## config.mk

```make
export PLATFORM = sky130hd
export DESIGN_NAME = amps_regs
export DESIGN_NICKNAME = d
export VERILOG_FILES = /design/src/logic/amps_regs_pkg.sv /design/src/logic/amps_regs.sv /design/src/logic/amps_mute_ramp.sv
export SDC_FILE = /design/constraint.sdc
export NUM_CORES = 1
export LEC_CHECK = 0
export BUFFER_PORTS_ARGS = -buffer_cell sky130_fd_sc_hd__buf_2
export CAP_MARGIN = 10
export CORE_AREA = 2 2 102 104
export CTS_CLUSTER_DIAMETER = 40
export CTS_CLUSTER_SIZE = 14
export DETAILED_ROUTE_END_ITERATION = 10
export DIE_AREA = 0 0 104 106
export PLACE_DENSITY = 0.71
export SLEW_MARGIN = 30
export SYNTH_ARGS = -nofsm -noshare
export SYNTH_HDL_FRONTEND = slang
export SYNTH_HIERARCHICAL = 1
export SYNTH_SLANG_ARGS = --single-unit
```

## constraint.sdc

```tcl
create_clock -name clk -period 7 [get_ports clk]
set_input_delay 0.7 -clock clk [delete_from_list [all_inputs] [get_ports clk]]
set_output_delay 0.7 -clock clk [all_outputs]
set_load 0.05 [all_outputs]
```

## src/logic/amps_regs_pkg.sv

```systemverilog
// constants and carrier types for the amplifier status, mute and clock registers
// What this block does
// - bit 7 of 0x03 mirrors back-end sync clock
// - bit 6 of 0x03: both regulator PORs seen
// - bit 5 of 0x03: supplies up, amps unmuted
// - bit 4 of 0x03 soft-mutes left channel
// - bit 0 of 0x03 soft-mutes right channel
// - 0x04 bit 4 unlocked flag, set when disabled
// - 0x04 bit 0 PLL enable; off selects external clock
// - 0x05 bit 5: fallback oscillator in use
// - 0x05 bit 4: oscillator auto-powered down
// - 0x05 bit 0 auto-off, else oscillator stays on
// - 0x06 bit 4 picks address auto-increment style
// - clock error forces system standby
`default_nettype none
package amps_regs_pkg;
	localparam logic [6:0] OFS_BACKEND  = 7'h03;
	localparam logic [6:0] OFS_PLL      = 7'h04;
	localparam logic [6:0] OFS_OSC      = 7'h05;
	localparam logic [6:0] OFS_CTRLPORT = 7'h06;

	localparam int BIT_SYNC      = 7;
	localparam int BIT_BUF_EN    = 6;
	localparam int BIT_BE_PWR    = 5;
	localparam int BIT_MUTE_L    = 4;
	localparam int BIT_MUTE_R    = 0;
	localparam int BIT_UNLOCKED  = 4;
	localparam int BIT_PLL_EN    = 0;
	localparam int BIT_OSC_SEL   = 5;
	localparam int BIT_OSC_PD    = 4;
	localparam int BIT_AUTO_OFF  = 0;
	localparam int BIT_LEGACY    = 4;
	localparam int BIT_AUTOINC   = 7;

	localparam logic RST_MUTE     = 1'h0;
	localparam logic RST_PLL_EN   = 1'h1;
	localparam logic RST_AUTO_OFF = 1'h1;
	localparam logic RST_LEGACY   = 1'h0;

	localparam int CLK_PERIOD_NS   = 25;
	localparam int RAMP_STEP_NS    = 2000;
	localparam int RAMP_STEP_CYC   = (RAMP_STEP_NS + CLK_PERIOD_NS - 1) / CLK_PERIOD_NS;
	localparam int I2C_BITS        = 8;

	// inputs reported by the analog and clocking parts of the device
	typedef struct packed {
		logic syncClk;        // back-end sync clock, 98.304 MHz / 1024
		logic ldoInPor;       // regulator input power-on detected
		logic ldoOutPor;      // regulator output power-on detected
		logic avddPor;        // analog supply power-on detected
		logic cpvddPor;       // charge-pump supply power-on detected
		logic lineAmpUnmuted; // line amplifiers unmuted
		logic pllLocked;      // raw lock from the PLL
		logic sysClkBad;      // normal system clock missing or unreliable
		logic swStandby;      // software standby request
	} amps_stat_t;

	typedef struct packed {
		logic pllEnable;     // run the PLL
		logic extMclkSel;    // master clock taken from external input
		logic oscEnable;     // fallback oscillator powered
		logic oscSelect;     // fallback oscillator drives master clock
		logic standby;       // system standby
	} amps_ctl_t;

	typedef enum logic [6:0] {
		ST_IDLE    = 7'h01,
		ST_ADDR    = 7'h02,
		ST_ACK_ADR = 7'h04,
		ST_WR_BYTE = 7'h08,
		ST_ACK_WR  = 7'h10,
		ST_RD_BYTE = 7'h20,
		ST_ACK_RD  = 7'h40
	} amps_i2c_st_t;
endpackage
`default_nettype wire

```

## src/logic/amps_regs.sv

```systemverilog
// I2C-reached status, soft-mute and clock-control registers 0x03 to 0x06
`timescale 1ns/10ps
`default_nettype none
module amps_regs #(
	parameter logic [4:0] DEV_ADDR_HI = 5'h16, // arbitrary upper address bits
	parameter int         GAIN_W      = 8
) (
	input  wire logic                     clk,         // master clock
	input  wire logic                     sys_rst,     // async reset, high
	input  wire logic [1:0]               devAddrSel,  // address select pins
	input  wire logic                     sclIn,       // I2C clock level
	input  wire logic                     sdaIn,       // I2C data level
	output logic                          sdaOut,      // I2C data drive value
	output logic                          sdaOe,       // high while pulling data low
	input  wire amps_regs_pkg::amps_stat_t stat,       // device status inputs
	output amps_regs_pkg::amps_ctl_t      ctl,         // clocking and standby controls
	output logic      [GAIN_W-1:0]        gainLeft,    // left soft-mute gain
	output logic      [GAIN_W-1:0]        gainRight    // right soft-mute gain
);
	if (GAIN_W < 2) begin : g_chk
		$error("amps_regs: GAIN_W too small");
	end

	amps_regs_pkg::amps_i2c_st_t st_ff, nxt_st;
	logic [7:0] shift_ff, nxt_shift;
	logic [3:0] bitCnt_ff, nxt_bitCnt;
	logic       sclPrev_ff;
	logic       sdaPrev_ff;
	logic       sdaOe_ff, nxt_sdaOe;
	logic [6:0] ptr_ff, nxt_ptr;
	logic       incEn_ff, nxt_incEn;
	logic       gotPtr_ff, nxt_gotPtr;
	logic       rw_ff, nxt_rw;

	logic muteL_ff, nxt_muteL;
	logic muteR_ff, nxt_muteR;
	logic pllEn_ff, nxt_pllEn;
	logic autoOff_ff, nxt_autoOff;
	logic legacy_ff, nxt_legacy;

	logic       sclRise;
	logic       sclFall;
	logic       startCond;
	logic       stopCond;
	logic       wrEn;
	logic       ptrLoad;
	logic       loadRd;
	logic [7:0] rdData;
	logic [7:0] reg3Img;
	logic [7:0] reg4Img;
	logic [7:0] reg5Img;
	logic [7:0] reg6Img;
	logic       bufEnable;
	logic       backendUp;
	logic       pllUnlocked;
	logic       oscPoweredDown;
	logic [6:0] devAddr;

	assign devAddr   = {DEV_ADDR_HI, devAddrSel};
	assign sclRise   = !sclPrev_ff && sclIn;
	assign sclFall   = sclPrev_ff && !sclIn;
	assign startCond = sclPrev_ff && sclIn && sdaPrev_ff && !sdaIn;
	assign stopCond  = sclPrev_ff && sclIn && !sdaPrev_ff && sdaIn;

	// status views
	assign bufEnable      = stat.ldoInPor && stat.ldoOutPor;
	assign backendUp      = stat.avddPor && stat.cpvddPor && stat.lineAmpUnmuted;
	assign pllUnlocked    = !pllEn_ff || !stat.pllLocked;
	assign oscPoweredDown = autoOff_ff && !stat.sysClkBad;

	// reserved bits are constant zero; read-only bits come from status, with 0x04 bit 4 and 0x05 bit 4 also gated by the written enables
	assign reg3Img = {stat.syncClk, bufEnable, backendUp, muteL_ff, 3'h0, muteR_ff};
	assign reg4Img = {3'h0, pllUnlocked, 3'h0, pllEn_ff};
	assign reg5Img = {2'h0, stat.sysClkBad, oscPoweredDown, 3'h0, autoOff_ff};
	assign reg6Img = {3'h0, legacy_ff, 4'h0};

	always_comb begin
		case (ptr_ff)
			amps_regs_pkg::OFS_BACKEND:  rdData = reg3Img;
			amps_regs_pkg::OFS_PLL:      rdData = reg4Img;
			amps_regs_pkg::OFS_OSC:      rdData = reg5Img;
			amps_regs_pkg::OFS_CTRLPORT: rdData = reg6Img;
			default:                     rdData = 8'h00;
		endcase
	end

	assign wrEn    = (st_ff == amps_regs_pkg::ST_WR_BYTE) && sclFall && gotPtr_ff
		&& (bitCnt_ff == 4'(amps_regs_pkg::I2C_BITS));
	assign ptrLoad = (st_ff == amps_regs_pkg::ST_WR_BYTE) && sclFall && !gotPtr_ff
		&& (bitCnt_ff == 4'(amps_regs_pkg::I2C_BITS));
	assign loadRd  = sclFall && (((st_ff == amps_regs_pkg::ST_ACK_ADR) && rw_ff)
		|| (st_ff == amps_regs_pkg::ST_ACK_RD));

	// control port engine
	always_comb begin
		nxt_st     = st_ff;
		nxt_shift  = shift_ff;
		nxt_bitCnt = bitCnt_ff;
		nxt_sdaOe  = sdaOe_ff;
		nxt_ptr    = ptr_ff;
		nxt_incEn  = incEn_ff;
		nxt_gotPtr = gotPtr_ff;
		nxt_rw     = rw_ff;
		if (startCond) begin
			nxt_st     = amps_regs_pkg::ST_ADDR;
			nxt_bitCnt = 4'h0;
			nxt_sdaOe  = 1'b0;
		end else if (stopCond) begin
			nxt_st    = amps_regs_pkg::ST_IDLE;
			nxt_sdaOe = 1'b0;
		end else begin
			case (st_ff)
				amps_regs_pkg::ST_IDLE: nxt_sdaOe = 1'b0;
				amps_regs_pkg::ST_ADDR, amps_regs_pkg::ST_WR_BYTE: begin
					if (sclRise) begin
						nxt_shift  = {shift_ff[6:0], sdaIn};
						nxt_bitCnt = bitCnt_ff + 4'h1;
					end else if (sclFall && bitCnt_ff == 4'(amps_regs_pkg::I2C_BITS)) begin
						nxt_bitCnt = 4'h0;
						if (st_ff == amps_regs_pkg::ST_WR_BYTE) begin
							nxt_st    = amps_regs_pkg::ST_ACK_WR;
							nxt_sdaOe = 1'b1;
							if (!gotPtr_ff) begin
								nxt_ptr    = shift_ff[6:0];
								// legacy style honours the address MSB; otherwise always step
								nxt_incEn  = legacy_ff ? shift_ff[amps_regs_pkg::BIT_AUTOINC] : 1'b1;
								nxt_gotPtr = 1'b1;
							end else if (incEn_ff) begin
								nxt_ptr = ptr_ff + 7'h01;
							end
						end else if (shift_ff[7:1] == devAddr) begin
							nxt_st     = amps_regs_pkg::ST_ACK_ADR;
							nxt_rw     = shift_ff[0];
							nxt_sdaOe  = 1'b1;
							nxt_gotPtr = shift_ff[0] ? gotPtr_ff : 1'b0;
						end else begin
							nxt_st = amps_regs_pkg::ST_IDLE;
						end
					end
				end
				amps_regs_pkg::ST_ACK_ADR, amps_regs_pkg::ST_ACK_WR: begin
					if (loadRd) begin
						nxt_st     = amps_regs_pkg::ST_RD_BYTE;
						nxt_shift  = {rdData[6:0], 1'b0};
						nxt_sdaOe  = !rdData[7];
						nxt_bitCnt = 4'h1;
					end else if (sclFall) begin
						nxt_st    = amps_regs_pkg::ST_WR_BYTE;
						nxt_sdaOe = 1'b0;
					end
				end
				amps_regs_pkg::ST_RD_BYTE: begin
					if (sclFall) begin
						if (bitCnt_ff == 4'(amps_regs_pkg::I2C_BITS)) begin
							nxt_st    = amps_regs_pkg::ST_ACK_RD;
							nxt_sdaOe = 1'b0;
							if (incEn_ff) begin
								nxt_ptr = ptr_ff + 7'h01;
							end
						end else begin
							nxt_sdaOe  = !shift_ff[7];
							nxt_shift  = {shift_ff[6:0], 1'b0};
							nxt_bitCnt = bitCnt_ff + 4'h1;
						end
					end
				end
				amps_regs_pkg::ST_ACK_RD: begin
					if (sclRise && sdaIn) begin
						nxt_st = amps_regs_pkg::ST_IDLE;
					end else if (loadRd) begin
						nxt_st     = amps_regs_pkg::ST_RD_BYTE;
						nxt_shift  = {rdData[6:0], 1'b0};
						nxt_sdaOe  = !rdData[7];
						nxt_bitCnt = 4'h1;
					end
				end
				default: begin
					nxt_st    = amps_regs_pkg::ST_IDLE;
					nxt_sdaOe = 1'b0;
				end
			endcase
		end
	end

	always_ff @(posedge clk or posedge sys_rst) begin
		if (sys_rst) begin
			st_ff      <= amps_regs_pkg::ST_IDLE;
			shift_ff   <= 8'h00;
			bitCnt_ff  <= 4'h0;
			sclPrev_ff <= 1'b1;
			sdaPrev_ff <= 1'b1;
			sdaOe_ff   <= 1'b0;
			ptr_ff     <= 7'h00;
			incEn_ff   <= 1'b1;
			gotPtr_ff  <= 1'b0;
			rw_ff      <= 1'b0;
		end else begin
			st_ff      <= nxt_st;
			shift_ff   <= nxt_shift;
			bitCnt_ff  <= nxt_bitCnt;
			sclPrev_ff <= sclIn;
			sdaPrev_ff <= sdaIn;
			sdaOe_ff   <= nxt_sdaOe;
			ptr_ff     <= nxt_ptr;
			incEn_ff   <= nxt_incEn;
			gotPtr_ff  <= nxt_gotPtr;
			rw_ff      <= nxt_rw;
		end
	end

	// writable fields; writes to read-only bits fall through untouched
	always_comb begin
		nxt_muteL   = muteL_ff;
		nxt_muteR   = muteR_ff;
		nxt_pllEn   = pllEn_ff;
		nxt_autoOff = autoOff_ff;
		nxt_legacy  = legacy_ff;
		if (wrEn) begin
			case (ptr_ff)
				amps_regs_pkg::OFS_BACKEND: begin
					nxt_muteL = shift_ff[amps_regs_pkg::BIT_MUTE_L];
					nxt_muteR = shift_ff[amps_regs_pkg::BIT_MUTE_R];
				end
				amps_regs_pkg::OFS_PLL: begin
					nxt_pllEn = shift_ff[amps_regs_pkg::BIT_PLL_EN];
				end
				amps_regs_pkg::OFS_OSC: begin
					nxt_autoOff = shift_ff[amps_regs_pkg::BIT_AUTO_OFF];
				end
				amps_regs_pkg::OFS_CTRLPORT: begin
					nxt_legacy = shift_ff[amps_regs_pkg::BIT_LEGACY];
				end
				default: ;
			endcase
		end
	end

	always_ff @(posedge clk or posedge sys_rst) begin
		if (sys_rst) begin
			muteL_ff   <= amps_regs_pkg::RST_MUTE;
			muteR_ff   <= amps_regs_pkg::RST_MUTE;
			pllEn_ff   <= amps_regs_pkg::RST_PLL_EN;
			autoOff_ff <= amps_regs_pkg::RST_AUTO_OFF;
			legacy_ff  <= amps_regs_pkg::RST_LEGACY;
		end else begin
			muteL_ff   <= nxt_muteL;
			muteR_ff   <= nxt_muteR;
			pllEn_ff   <= nxt_pllEn;
			autoOff_ff <= nxt_autoOff;
			legacy_ff  <= nxt_legacy;
		end
	end

	// open drain: only ever pull low
	assign sdaOut = 1'b0;
	assign sdaOe  = sdaOe_ff;

	assign ctl.pllEnable  = pllEn_ff;
	assign ctl.extMclkSel = !pllEn_ff;
	assign ctl.oscSelect  = stat.sysClkBad;
	assign ctl.oscEnable  = !oscPoweredDown;
	// clock trouble takes the same standby path as the software request
	assign ctl.standby    = stat.swStandby || stat.sysClkBad;

	amps_mute_ramp #(
		.GAIN_W   (GAIN_W),
		.STEP_CYC (amps_regs_pkg::RAMP_STEP_CYC)
	) u_rampLeft (
		.clk     (clk),
		.sys_rst (sys_rst),
		.muteReq (muteL_ff),
		.gain    (gainLeft),
		.muted   ()
	);

	amps_mute_ramp #(
		.GAIN_W   (GAIN_W),
		.STEP_CYC (amps_regs_pkg::RAMP_STEP_CYC)
	) u_rampRight (
		.clk     (clk),
		.sys_rst (sys_rst),
		.muteReq (muteR_ff),
		.gain    (gainRight),
		.muted   ()
	);
endmodule // amps_regs
`default_nettype wire

```

## src/logic/amps_mute_ramp.sv

```systemverilog
// soft-mute volume ramp for one channel
`timescale 1ns/10ps
`default_nettype none
module amps_mute_ramp #(
	parameter int GAIN_W    = 8,
	parameter int STEP_CYC  = amps_regs_pkg::RAMP_STEP_CYC
) (
	input  wire logic              clk,      // master clock
	input  wire logic              sys_rst,  // async reset, high
	input  wire logic              muteReq,  // 1 ramps toward silence
	output logic      [GAIN_W-1:0] gain,     // current channel gain
	output logic                   muted     // gain reached zero
);
	localparam int CNT_W = $clog2(STEP_CYC + 1);
	localparam logic [GAIN_W-1:0] GAIN_MAX = {GAIN_W{1'b1}};

	if (GAIN_W < 2 || STEP_CYC < 1) begin : g_chk
		$error("amps_mute_ramp: unsupported parameters");
	end

	logic [GAIN_W-1:0] gain_ff;
	logic [GAIN_W-1:0] nxt_gain;
	logic [CNT_W-1:0]  stepCnt_ff;
	logic [CNT_W-1:0]  nxt_stepCnt;

	// one gain step per interval keeps the ramp free of clicks
	always_comb begin
		nxt_gain    = gain_ff;
		nxt_stepCnt = stepCnt_ff;
		if (stepCnt_ff == CNT_W'(STEP_CYC - 1)) begin
			nxt_stepCnt = '0;
			if (muteReq && gain_ff != '0) begin
				nxt_gain = gain_ff - GAIN_W'(1);
			end else if (!muteReq && gain_ff != GAIN_MAX) begin
				nxt_gain = gain_ff + GAIN_W'(1);
			end
		end else begin
			nxt_stepCnt = stepCnt_ff + CNT_W'(1);
		end
	end

	always_ff @(posedge clk or posedge sys_rst) begin
		if (sys_rst) begin
			gain_ff    <= {GAIN_W{1'b1}};
			stepCnt_ff <= '0;
		end else begin
			gain_ff    <= nxt_gain;
			stepCnt_ff <= nxt_stepCnt;
		end
	end

	assign gain  = gain_ff;
	assign muted = (gain_ff == '0);
endmodule // amps_mute_ramp
`default_nettype wire

```

Yosys cells after proc, flatten, opt, wreduce, memory -nomap -nowiden:

Index checks and enable logic that the tools add are counted.
W data, S select, Z words.

* word-level logic and storage cells: 194
* input bits: 15
* bits in registers: 67

* reductions and logical operators: 61
* eq/ne operators: 41
* add/subtract/negate cells: 8
* multiplexer cells: 60
* bitwise logic cells: 5

Operators by type and width (count)
* $mux W7: 19
* $mux W8: 9
* $pmux W8 S4: 2
* $reduce_and A7 Y1: 6
* $pmux W7 S5: 1
* $mux W4: 8
* $eq A7 B3 Y1 const B: 4
* $ne A4 B4 Y1 const B: 7
* $logic_and A1 B1 Y1: 22
* $add A7 B1 Y7 const B: 3
* $eq A7 B7 Y1 const B: 3
* $ne A2 B2 Y1 const B: 9
* $add A8 B1 Y8 const B: 2
* $mux W1: 16
* $ne A8 B8 Y1 const B: 2
* $pmux W4 S4: 1
* $reduce_bool A8 Y1: 2
* $sub A8 B1 Y8 const B: 2
* $eq A7 B2 Y1 const B: 2
* $pmux W7 S2: 1
* $logic_not A1 Y1: 12
* $ne A3 B3 Y1 const B: 4
* $reduce_and A2 Y1: 6
* $ne A5 B5 Y1 const B: 2
* 20 further kinds: 30

Depth between registers and ports, before layout:

Gate-level depths: netlist (run 1).

* depth after elaboration: 9
* mapped depth: 10

By module:

The synthesis (run 1) kept the hierarchy.

Modules (own cells, without submodules)
* amps_regs: sequential area each 933.4 um^2, area each 2394.8 um^2, instances 1, cells an instance 275
* amps_mute_ramp (u_rampLeft): sequential area each 385.4 um^2, area each 985.9 um^2, instances 1, cells an instance 92
* amps_mute_ramp (u_rampRight): sequential area each 385.4 um^2, area each 969.7 um^2, instances 1, cells an instance 92

Worst setup path after synthesis (run 1):

OpenSTA, ideal clock, no wires.

* path type: reg-to-reg
* start point: register u_rampLeft.gain_ff[4], in the netlist u_rampLeft/gain[4]
* end point: register u_rampLeft.gain_ff[6], in the netlist u_rampLeft/gain[6]
* slack: 4206 ps
* arrival: 2716 ps
* data required time: 6922 ps
* cell stages (with the launch flop): 10
* buffers on the path: 0
* cell sequence: dfstp_2 or4_4 o21ai_4 inv_2 ha_1 nor2b_1 o31a_1 o21a_1 or3_1 a31o_1

* cells in the longest elaborated chain, start to end: 4

Ends and longest elaborated chain
* start, declared: line amps_mute_ramp.sv:21 `logic [GAIN_W-1:0] gain_ff;`
* start signal, assigned: line amps_mute_ramp.sv:44 `gain_ff <= {GAIN_W{1'b1}};`
* start signal, assigned: line amps_mute_ramp.sv:47 `gain_ff <= nxt_gain;`
* branches (longest 4 deep; another with $add A8 B1 Y8)

Several ways; the timed one is not identified. The select of a mux whose other input is x is not followed.
A chain may end at the register's enable or synchronous reset.

Final worst setup path (run 1):

Ends and elaborated chain as after synthesis.

==> results of run 1 <==
==> power by group through the flow <==
stage               Combinational, mW  Sequential, mW  Clock [mW]
global placement               0.0873           0.430           0
floorplan                      0.0739           0.421           0
CTS                            0.0895           0.423       0.317
detailed placement             0.0889           0.430           0
global route                    0.100           0.426       0.333
finish                         0.0899           0.424       0.311
==> sequential cells by signal, indices dropped and copies added, names as in the netlist <==
| register | flops |
|---|---|
| bitCnt_ff | 4 |
| autoOff_ff | 1 |
| u_rampLeft/gain | 8 |
| pllEn_ff | 1 |
| shift_ff | 8 |
| ptr_ff | 7 |
| st_ff | 7 |
| gotPtr_ff | 1 |
| sdaOe | 1 |
| rw_ff | 1 |
| sclPrev_ff | 1 |
| sdaPrev_ff | 1 |
| incEn_ff | 1 |
| muteL_ff | 1 |
| u_rampRight/gain | 8 |
| muteR_ff | 1 |
| u_rampLeft/stepCnt_ff | 7 |
| legacy_ff | 1 |
| u_rampRight/stepCnt_ff | 7 |
==> per-layer routing <==
metal / routed length (um) / up-vias / part of all wire / global-route usage
met3: 286 / 13 / 0.031 / 0.02269
met1: 4284 / 1680 / 0.47 / 0.2303
li1: - / 1705 / - / -
met2: 4461 / 72 / 0.49 / 0.2923
met4: 156 / 0 / 0.017 / 0.06371
met5: 0 / - / 0 / 0
==> final timing paths <==
| check | from | depth (start not counted) | endpoint |
|---|---|---|---|
| max in group asynchronous | sys_rst | 3 | sdaPrev_ff |
| min | sys_rst | 2 | u_rampRight/stepCnt_ff[1] |
| min reg2reg | legacy_ff | 1 | incEn_ff |
| min in group clk | legacy_ff | 1 | incEn_ff |
| max | u_rampLeft/gain[4] | 9 | u_rampLeft/gain[6] |
| max reg2reg | u_rampLeft/gain[4] | 9 | u_rampLeft/gain[6] |
==> final cells by class <==
type | instances | area, um2
fillers | 970 | 5195
multi-input cells | 354 | 2481
flip-flops and latches | 67 | 1704
repair buffers | 37 | 187.7
well taps | 136 | 170.2
clock buffers | 11 | 131.4
inverters | 20 | 75.07
clock inverters | 5 | 55.05
==> per-stage QoR <==
stage	hold slack, ns	instances	setup slack [ns]
2_1_floorplan	0.4171	457	4.216
3_3_place_gp	0.4621	614	3.912
3_5_place_dp	0.4623	614	3.784
4_1_cts	0.4368	630	4.119
5_1_grt	0.4760	630	3.973
6_report	0.4168	630	4.154
==> worst max-delay path, cell delays in order (launching register included) <==
cell and delay, ns:
dfstp_2 0.40, or4_4 0.54, o21ai_4 0.25, inv_2 0.12, ha_1 0.35, nor2b_1 0.17, o31a_1 0.27, o21a_1 0.18
or3_1 0.30, a31o_1 0.21
==> impl_metrics.csv, run 1 <==
group,metric,value,unit
synthesis,netlist_area,4343,um2
final_layout,nets,526,
detailed_routing,vias,3470,
clocking,cts_made_buffers,9,
global_routing,grt_max_degree,38,
worst_setup_path,end_kind,"register",
global_routing,grtUsageTotal,0.1738,
die,num_rows,37,
detailed_routing,wirelength,9.188,mm
power_and_ir_drop,power.density,171.7,nW/um2
power_and_ir_drop,switching_share,0.2701,
timing,finalSetupTns,0,ns
synthesis,syn_inst,457,
worst_setup_path,critical_path_class,"register to register",
die,core,10000,um2
power_and_ir_drop,power_leakage,2.092,nW
die,fp.dieH,106,um
final_layout,final_common_cell,"dfrtp_1",
final_layout,final_cell_mix,"45 x dfrtp_1, 38 x nand2_1, 36 x buf_2, 35 x nor2_1, 32 x o21ai_0",
timing,finalHoldViolations,0,
global_routing,antenna_found_initial,0,
clocking,ctsResizeCount,0,
clocking,htreeDepth,3,
timing,slew_viol_final,0,
place,port_buffers,36,
worst_setup_path,critPathLaunchType,"register",
final_layout,drive_gt1_frac,0.2409,
final_layout,design_area,4805,um2
detailed_routing,drt-initial-drc-count,180,
clocking,clock-sinks,67,
die,die_area,11020,um2
detailed_routing,ant_nets,0,
final_layout,area_growth,10.63,%
timing,rsz0062_at_grt,"no",
die,start_util,0.4343,
worst_setup_path,rrSetupSlack,4.15,ns
global_routing,grt_first_pass_wirelength,16.02,mm
power_and_ir_drop,ir_drop,0.00009774,V
clocking,root_buffer,"clkbuf_8",
timing,fmax,351.3,MHz
clocking,post_cts_buffers,0,
place,gp_congestion,0.8866,
timing,worstMarginPinSlew,0.7252,ns
outcome,status,"complete, no violations",
power_and_ir_drop,p_int,0.6021,mW
worst_setup_path,cp.arrival,3.12,ns
place,hpwl,6.841,mm
clocking,clk_latency,0.34,ns
power_and_ir_drop,pwr-share-seq,0.514,
power_and_ir_drop,p_sw,0.2227,mW
timing,finalSetupViolations,0,
clocking,clockBufferDepth,2,
global_routing,gr-total-overflow,0,
power_and_ir_drop,clkPwrFrac,0.377,
place,dpl-instance-area,4609,um2
detailed_routing,drcViolationCount,0,
die,io-pin-count,38,
synthesis,synth.net_count,494,
timing,fin_skew,0.008306,ns
synthesis,yosysWarnings,6,
hold_path,hold_path.class,"input pin to asynchronous set/reset pin",
die,die_w,104,um
global_routing,grt_pass1_vias,3416,
clocking,hold_buffers,0,
clocking,clk_pin_slew_worst_paths,0.08,ns
final_layout,n_antenna_cell,0,
final_layout,fin_util,0.4805,
timing,timing.final.crit_share,0.4066,
worst_setup_path,critPathRequiredTime,7.27,ns
detailed_routing,drt-pass1-iter-count,5,
detailed_routing,viasPerCell,5.508,
clocking,cts_tree,"built",
detailed_routing,post_drt_wl_per_cell,14.58,um
timing,finalWorstPathRequiredPeriod,2.846,ns
power_and_ir_drop,power,0.8248,mW
worst_setup_path,worstPathMaxFanout,6,
synthesis,syn_avg_cell_area,9.503,um2
run,cap_violations,0,
timing,relSlewSlack,0.5128,
power_and_ir_drop,comb_power_share,0.109,
Note: power is estimated with default switching activity, not from simulation.
==> run 2, diff against run 1 <==
==> constraint.sdc (replaced) <==
create_clock -name clk -period 2.91 [get_ports clk]
set_input_delay 0.291 -clock clk [delete_from_list [all_inputs] [get_ports clk]]
set_output_delay 0.291 -clock clk [all_outputs]
set_load 0.05 [all_outputs]
==> impl_metrics.csv, run 2 (same netlist as run 1, synthesis figures left out) <==
group,metric,value,unit
worst_setup_path,cpMaxStageDelayCell,"or4_4",
detailed_routing,drt-pass1-iter-count,4,
global_routing,grtUsageTotal,0.1805,
place,placed_cells,620,
final_layout,nets,532,
place,gp_congestion,0.9014,
detailed_routing,ant_nets,0,
timing,fmax,371.7,MHz
power_and_ir_drop,power.density,423.1,nW/um2
timing,finalWorstPathRequiredPeriod,2.691,ns
timing,timing.final.crit_share,0.9246,
run,cap_violations,0,
timing,finalSetupViolations,0,
clocking,cts_tree,"built",
timing,finalSetupTns,0,ns
worst_setup_path,cp.arrival,2.96,ns
global_routing,gr-total-overflow,0,
timing,slew_viol_final,0,
worst_setup_path,rr_startpoint,"u_rampLeft/gain[4]",
worst_setup_path,worst_path_largest_cell_delay,0.54,ns
outcome,violations,"hold timing",
timing,finalHoldViolations,5,
worst_setup_path,end_kind,"register",
die,start_util,0.4343,
power_and_ir_drop,power_leakage,2.127,nW
worst_setup_path,worstPathMaxFanout,6,
place,hpwl,6.959,mm
clocking,root_buffer,"clkbuf_8",
final_layout,drive_gt1_frac,0.2540,
worst_setup_path,critical_path_class,"register to register",
detailed_routing,post_drt_wl_per_cell,14.90,um
timing,relSlewSlack,0.5340,
outcome,status,"complete, but fails checks",
global_routing,grt_max_degree,38,
die,die_w,104,um
detailed_routing,drt-initial-drc-count,199,
final_layout,design_area,4867,um2
clocking,hold_buffers,0,
die,die_area,11020,um2
worst_setup_path,crit_chain,"or4_4 -> o21ai_4 -> inv_2 -> ha_1 -> nor2b_1 -> o31a_1 -> o21a_1 -> or3_1 -> a31o_1",
power_and_ir_drop,pwr-share-seq,0.496,
worst_setup_path,rrSetupSlack,0.22,ns
global_routing,antenna_found_initial,0,
clocking,cts_made_buffers,9,
die,fp.dieH,106,um
power_and_ir_drop,clkPwrFrac,0.399,
global_routing,grt_first_pass_wirelength,16.31,mm
timing,worstMarginPinSlew,0.6990,ns
final_layout,fillers,935,
worst_setup_path,critPathLaunchType,"register",
final_layout,area_growth,12.07,%
power_and_ir_drop,p_int,1.500,mW
place,dpl-instance-area,4654,um2
power_and_ir_drop,switching_share,0.2718,
die,core,10000,um2
detailed_routing,wirelength,9.479,mm
power_and_ir_drop,p_sw,0.5597,mW
clocking,clk_pin_slew_worst_paths,0.08,ns
final_layout,final_cells,636,
place,port_buffers,36,
worst_setup_path,reg2reg_depth,9,
final_layout,final_cell_mix,"45 x dfrtp_1, 38 x nand2_1, 36 x buf_2, 35 x nor2_1, 32 x o21ai_0",
clocking,ctsResizeCount,0,
detailed_routing,viasPerCell,5.401,
clocking,clockBufferDepth,2,
worst_setup_path,r2r_end,"u_rampLeft/gain[6]",
final_layout,fin_util,0.4867,
timing,fin_skew,0.01479,ns
clocking,clock-sinks,67,
hold_path,hold_path.class,"input pin to asynchronous set/reset pin",
detailed_routing,vias,3435,
clocking,htreeDepth,3,
global_routing,grt_pass1_vias,3375,
die,io-pin-count,38,
final_layout,n_antenna_cell,0,
timing,rsz0062_at_grt,"no",
final_layout,final_common_cell,"dfrtp_1",
worst_setup_path,critPathRequiredTime,3.18,ns
detailed_routing,drcViolationCount,0,
clocking,post_cts_buffers,0,
die,num_rows,37,
timing,whs,-0.006501,ns
clocking,clk_latency,0.35,ns
power_and_ir_drop,comb_power_share,0.105,
power_and_ir_drop,ir_drop,0.0002768,V
## run 2: stage by stage
| step | hold WS (ns) | setup slack (ns) | total power, mW |
|---|---|---|---|
| after floorplan | 0.1868 | 0.1256 | 1.191 |
| after global placement | 0.3811 | 0.2631 | 1.246 |
| after detailed placement | 0.3813 | 0.2396 | 1.250 |
| after CTS | 0.003787 | 0.2165 | 2.076 |
| after global routing | 0.04146 | 0.1081 | 2.161 |
| final | -0.006501 | 0.2195 | 2.059 |
## run 2: area by class of cell
cell class | instances | area [um2] | share of cell area
clock inverters | 5 | 61.31 | 0.01260
well taps | 136 | 170.2 | 0.03496
repair buffers | 43 | 232.7 | 0.04781
inverters | 20 | 75.07 | 0.01542
flip-flops and latches | 67 | 1704 | 0.3501
multi-input cells | 354 | 2472 | 0.5080
clock buffers | 11 | 151.4 | 0.03111
## run 2: how the worst max path moves through the flow
stage / from / endpoint / slack [ns] / cells past startpoint
6_report: u_rampLeft/gain[4] / u_rampLeft/gain[6] / 0.22 / 9
3_3_place_gp: u_rampLeft/gain[4] / u_rampLeft/gain[6] / 0.26 / 9
3_5_place_dp: u_rampLeft/gain[4] / u_rampLeft/gain[6] / 0.24 / 9
5_1_grt: u_rampLeft/gain[4] / u_rampLeft/gain[6] / 0.11 / 9
4_1_cts: u_rampLeft/gain[4] / u_rampLeft/gain[6] / 0.22 / 9
2_1_floorplan: u_rampLeft/gain[4] / u_rampLeft/gain[6] / 0.13 / 9
## run 2: metal layers
layer	up-vias	track usage	routed length, um
li1	1727	-	-
met1	1625	0.2477	4599
met2	70	0.2876	4355
met3	13	0.03679	355
met4	0	0.05695	167
met5	-	0	0
## run 2: power groups by stage
stage / combinational (mW) / clock, mW / sequential, mW
global route: 0.245 / 0.891 / 1.03
finish: 0.217 / 0.821 / 1.02
CTS: 0.217 / 0.841 / 1.02
global placement: 0.212 / 0 / 1.03
detailed placement: 0.214 / 0 / 1.04
floorplan: 0.178 / 0 / 1.01
## run 2: critical path: cells and delay by family (launching register included)
kind                     cells  cell delay [ns]
adder cells (fa/ha/maj)      1             0.33
AND/OR/NAND/NOR              3             1.00
buffers and inverters        1             0.09
flip-flops                   1             0.39
AO/OA/AOI/OAI                4             0.80
==> run 3, diff against run 2 <==
--- a/config.mk
+++ b/config.mk
@@ -12,6 +12,7 @@
 export CTS_CLUSTER_SIZE = 14
 export DETAILED_ROUTE_END_ITERATION = 10
 export DIE_AREA = 0 0 104 106
+export GPL_TIMING_DRIVEN = 0
 export PLACE_DENSITY = 0.71
 export SLEW_MARGIN = 30
 export SYNTH_ARGS = -nofsm -noshare
==> impl_metrics.csv, run 3 (same netlist as run 1, synthesis figures left out) <==
group,metric,value,unit
final_layout,area_growth,13.51,%
detailed_routing,vias,3549,
detailed_routing,wirelength,9.371,mm
timing,relSlewSlack,0.6025,
timing,finalSetupViolations,0,
die,die_area,11020,um2
hold_path,min_path_cells,1,
worst_setup_path,cp_top_family,"simple AND/OR/NAND/NOR gates",
global_routing,grt_pass1_vias,3495,
final_layout,fillers,951,
power_and_ir_drop,ir_drop,0.0001780,V
timing,fin_skew,0.01293,ns
die,io-pin-count,38,
global_routing,antenna_found_initial,0,
worst_setup_path,rrSetupSlack,0.13,ns
final_layout,multiInputGateArea,2504,um2
worst_setup_path,rr_startpoint,"u_rampLeft/gain[6]",
detailed_routing,drcViolationCount,0,
final_layout,seqCellArea,1704,um2
place,hpwl,6.983,mm
final_layout,nets,544,
timing,slew_viol_final,0,
die,fp.dieH,106,um
worst_setup_path,end_kind,"register",
run,cap_violations,0,
worst_setup_path,reg2reg_depth,9,
worst_setup_path,crit_chain,"or4_4 -> o21ai_4 -> inv_2 -> ha_1 -> nor2b_1 -> o31a_1 -> o21a_1 -> or3_1 -> a31o_1",
timing,fmax,359.1,MHz
timing,worstMarginPinSlew,0.5908,ns
global_routing,gr-total-overflow,0,
worst_setup_path,crit_buf_inv,1,
clocking,clk_pin_slew_worst_paths,0.07,ns
final_layout,drive_gt1_frac,0.2617,
timing,finalSetupTns,0,ns
power_and_ir_drop,power_leakage,2.152,nW
worst_setup_path,worst_path_largest_cell_delay,0.55,ns
hold_path,hp-start,"sdaIn",
power_and_ir_drop,power.density,389.8,nW/um2
die,core,10000,um2
global_routing,grt_first_pass_wirelength,16.10,mm
clocking,root_buffer,"clkbuf_8",
outcome,status,"complete, no violations",
final_layout,final_cell_mix,"45 x dfrtp_1, 39 x buf_2, 38 x nand2_1, 35 x nor2_1, 32 x o21ai_0",
die,num_rows,37,
worst_setup_path,critPathRequiredTime,3.18,ns
global_routing,grtUsageTotal,0.1768,
hold_path,holdPathEnd,"sdaPrev_ff",
worst_setup_path,critPathLaunchType,"register",
clocking,clk_latency,0.35,ns
detailed_routing,viasPerCell,5.477,
worst_setup_path,cpMaxStageDelayCell,"or4_4",
place,port_buffers,36,
detailed_routing,post_drt_wl_per_cell,14.46,um
place,gp_congestion,0.8656,
timing,finalHoldViolations,0,
place,dpl_worst_slack,-0.2047,ns
clocking,cts_made_buffers,9,
final_layout,n_antenna_cell,0,
detailed_routing,drt-pass1-iter-count,4,
timing,finalWorstPathRequiredPeriod,2.785,ns
timing,fin_ws,0.1251,ns
global_routing,grt_max_degree,30,
worst_setup_path,worstPathMaxFanout,6,
die,start_util,0.4343,
worst_setup_path,cp.arrival,3.06,ns
clocking,clockBufferDepth,2,
worst_setup_path,critical_path_class,"register to register",
detailed_routing,drt-initial-drc-count,220,
timing,rsz0062_at_grt,"no",
hold_path,hold_path.class,"input pin to register",
final_layout,final_common_cell,"dfrtp_1",
worst_setup_path,r2r_end,"u_rampLeft/gain[6]",
timing,timing.final.crit_share,0.9570,
die,die_w,104,um
detailed_routing,ant_nets,0,
clocking,cts_tree,"built",
clocking,htreeDepth,3,
clocking,clock-sinks,67,
run 3: cell count changes in the layout (fill, tap and decap cells not counted), moves of 2 or more:
cell,previous run,this run
clkbuf_1,0,8
buf_2,36,39
clkinv_2,0,3
buf_6,0,3
buf_4,7,4
clkbuf_8,11,9
run 3: layout make-up:
cell class / count / share of cell area
tap: 136 / 0.03452
buffer: 16 / 0.01980
clock inverter: 5 / 0.006091
clock buffer: 11 / 0.02665
inverter: 20 / 0.01523
sequential: 67 / 0.3457
timing repair buffer: 39 / 0.04416
multi-input combinational: 354 / 0.5079
run 3: how the worst max path moves through the flow:
| stage | start | end | slack [ns] | cells past startpoint |
|---|---|---|---|---|
| global placement | sclPrev_ff | ptr_ff[5] | -0.10 | 7 |
| CTS | sclPrev_ff | ptr_ff[3] | 0.01 | 7 |
| global route | u_rampLeft/gain[6] | u_rampLeft/gain[6] | 0.06 | 9 |
| floorplan | u_rampLeft/gain[4] | u_rampLeft/gain[6] | 0.13 | 9 |
| finish | u_rampLeft/gain[6] | u_rampLeft/gain[6] | 0.13 | 9 |
| detailed placement | sclPrev_ff | ptr_ff[3] | -0.20 | 7 |
run 3: worst reg2reg max path: cells and delay by family (launching register included):
kind	cells	cell delay (ns)
AOI/OAI and AO/OA	4	0.85
buffers and inverters	1	0.10
adders and majority gates	1	0.35
and+or+nand+nor	3	1.02
DFF	1	0.39
run 3: report_power, final:
| group | switching [mW] | internal (mW) | total, mW |
|---|---|---|---|
| Sequential | 0.0431 | 0.969 | 1.01 |
| Clock | 0.359 | 0.305 | 0.664 |
| Combinational | 0.145 | 0.102 | 0.246 |
| Total | 0.546 | 1.38 | 1.92 |
run 3: layer usage:
layer	share of wire	GRT usage	vias up	wire (um)
li1	-	-	1750	-
met4	0.017	0.07046	0	155
met3	0.036	0.02452	15	342
met2	0.49	0.2993	68	4564
met1	0.46	0.2295	1716	4309
met5	0	0	-	0
run 3: metrics by stage:
step	utilization	hold slack, ns	cells	total power, mW	instance area, um2
after detailed placement	0.4713	0.2513	630	1.265	4713
after global placement	0.4693	0.3942	629	1.258	4693
after floorplan	-	0.1868	457	1.191	4343
final	0.4930	0.09936	648	1.922	4930
after CTS	0.4890	0.08812	647	1.930	4890
after global routing	0.4930	0.09406	648	2.018	4930
run 3: repair_timing:
| item | in CTS | in global routing |
|---|---|---|
| setup endpoints to repair | 12 | 16 |
| setup buffers | 0 | 1 |
| hold buffers | 1 | 0 |
| pin swaps | 0 | 1 |
| endpoints found under the hold margin | 5 | 0 |
| resized for setup | 1 | 6 |
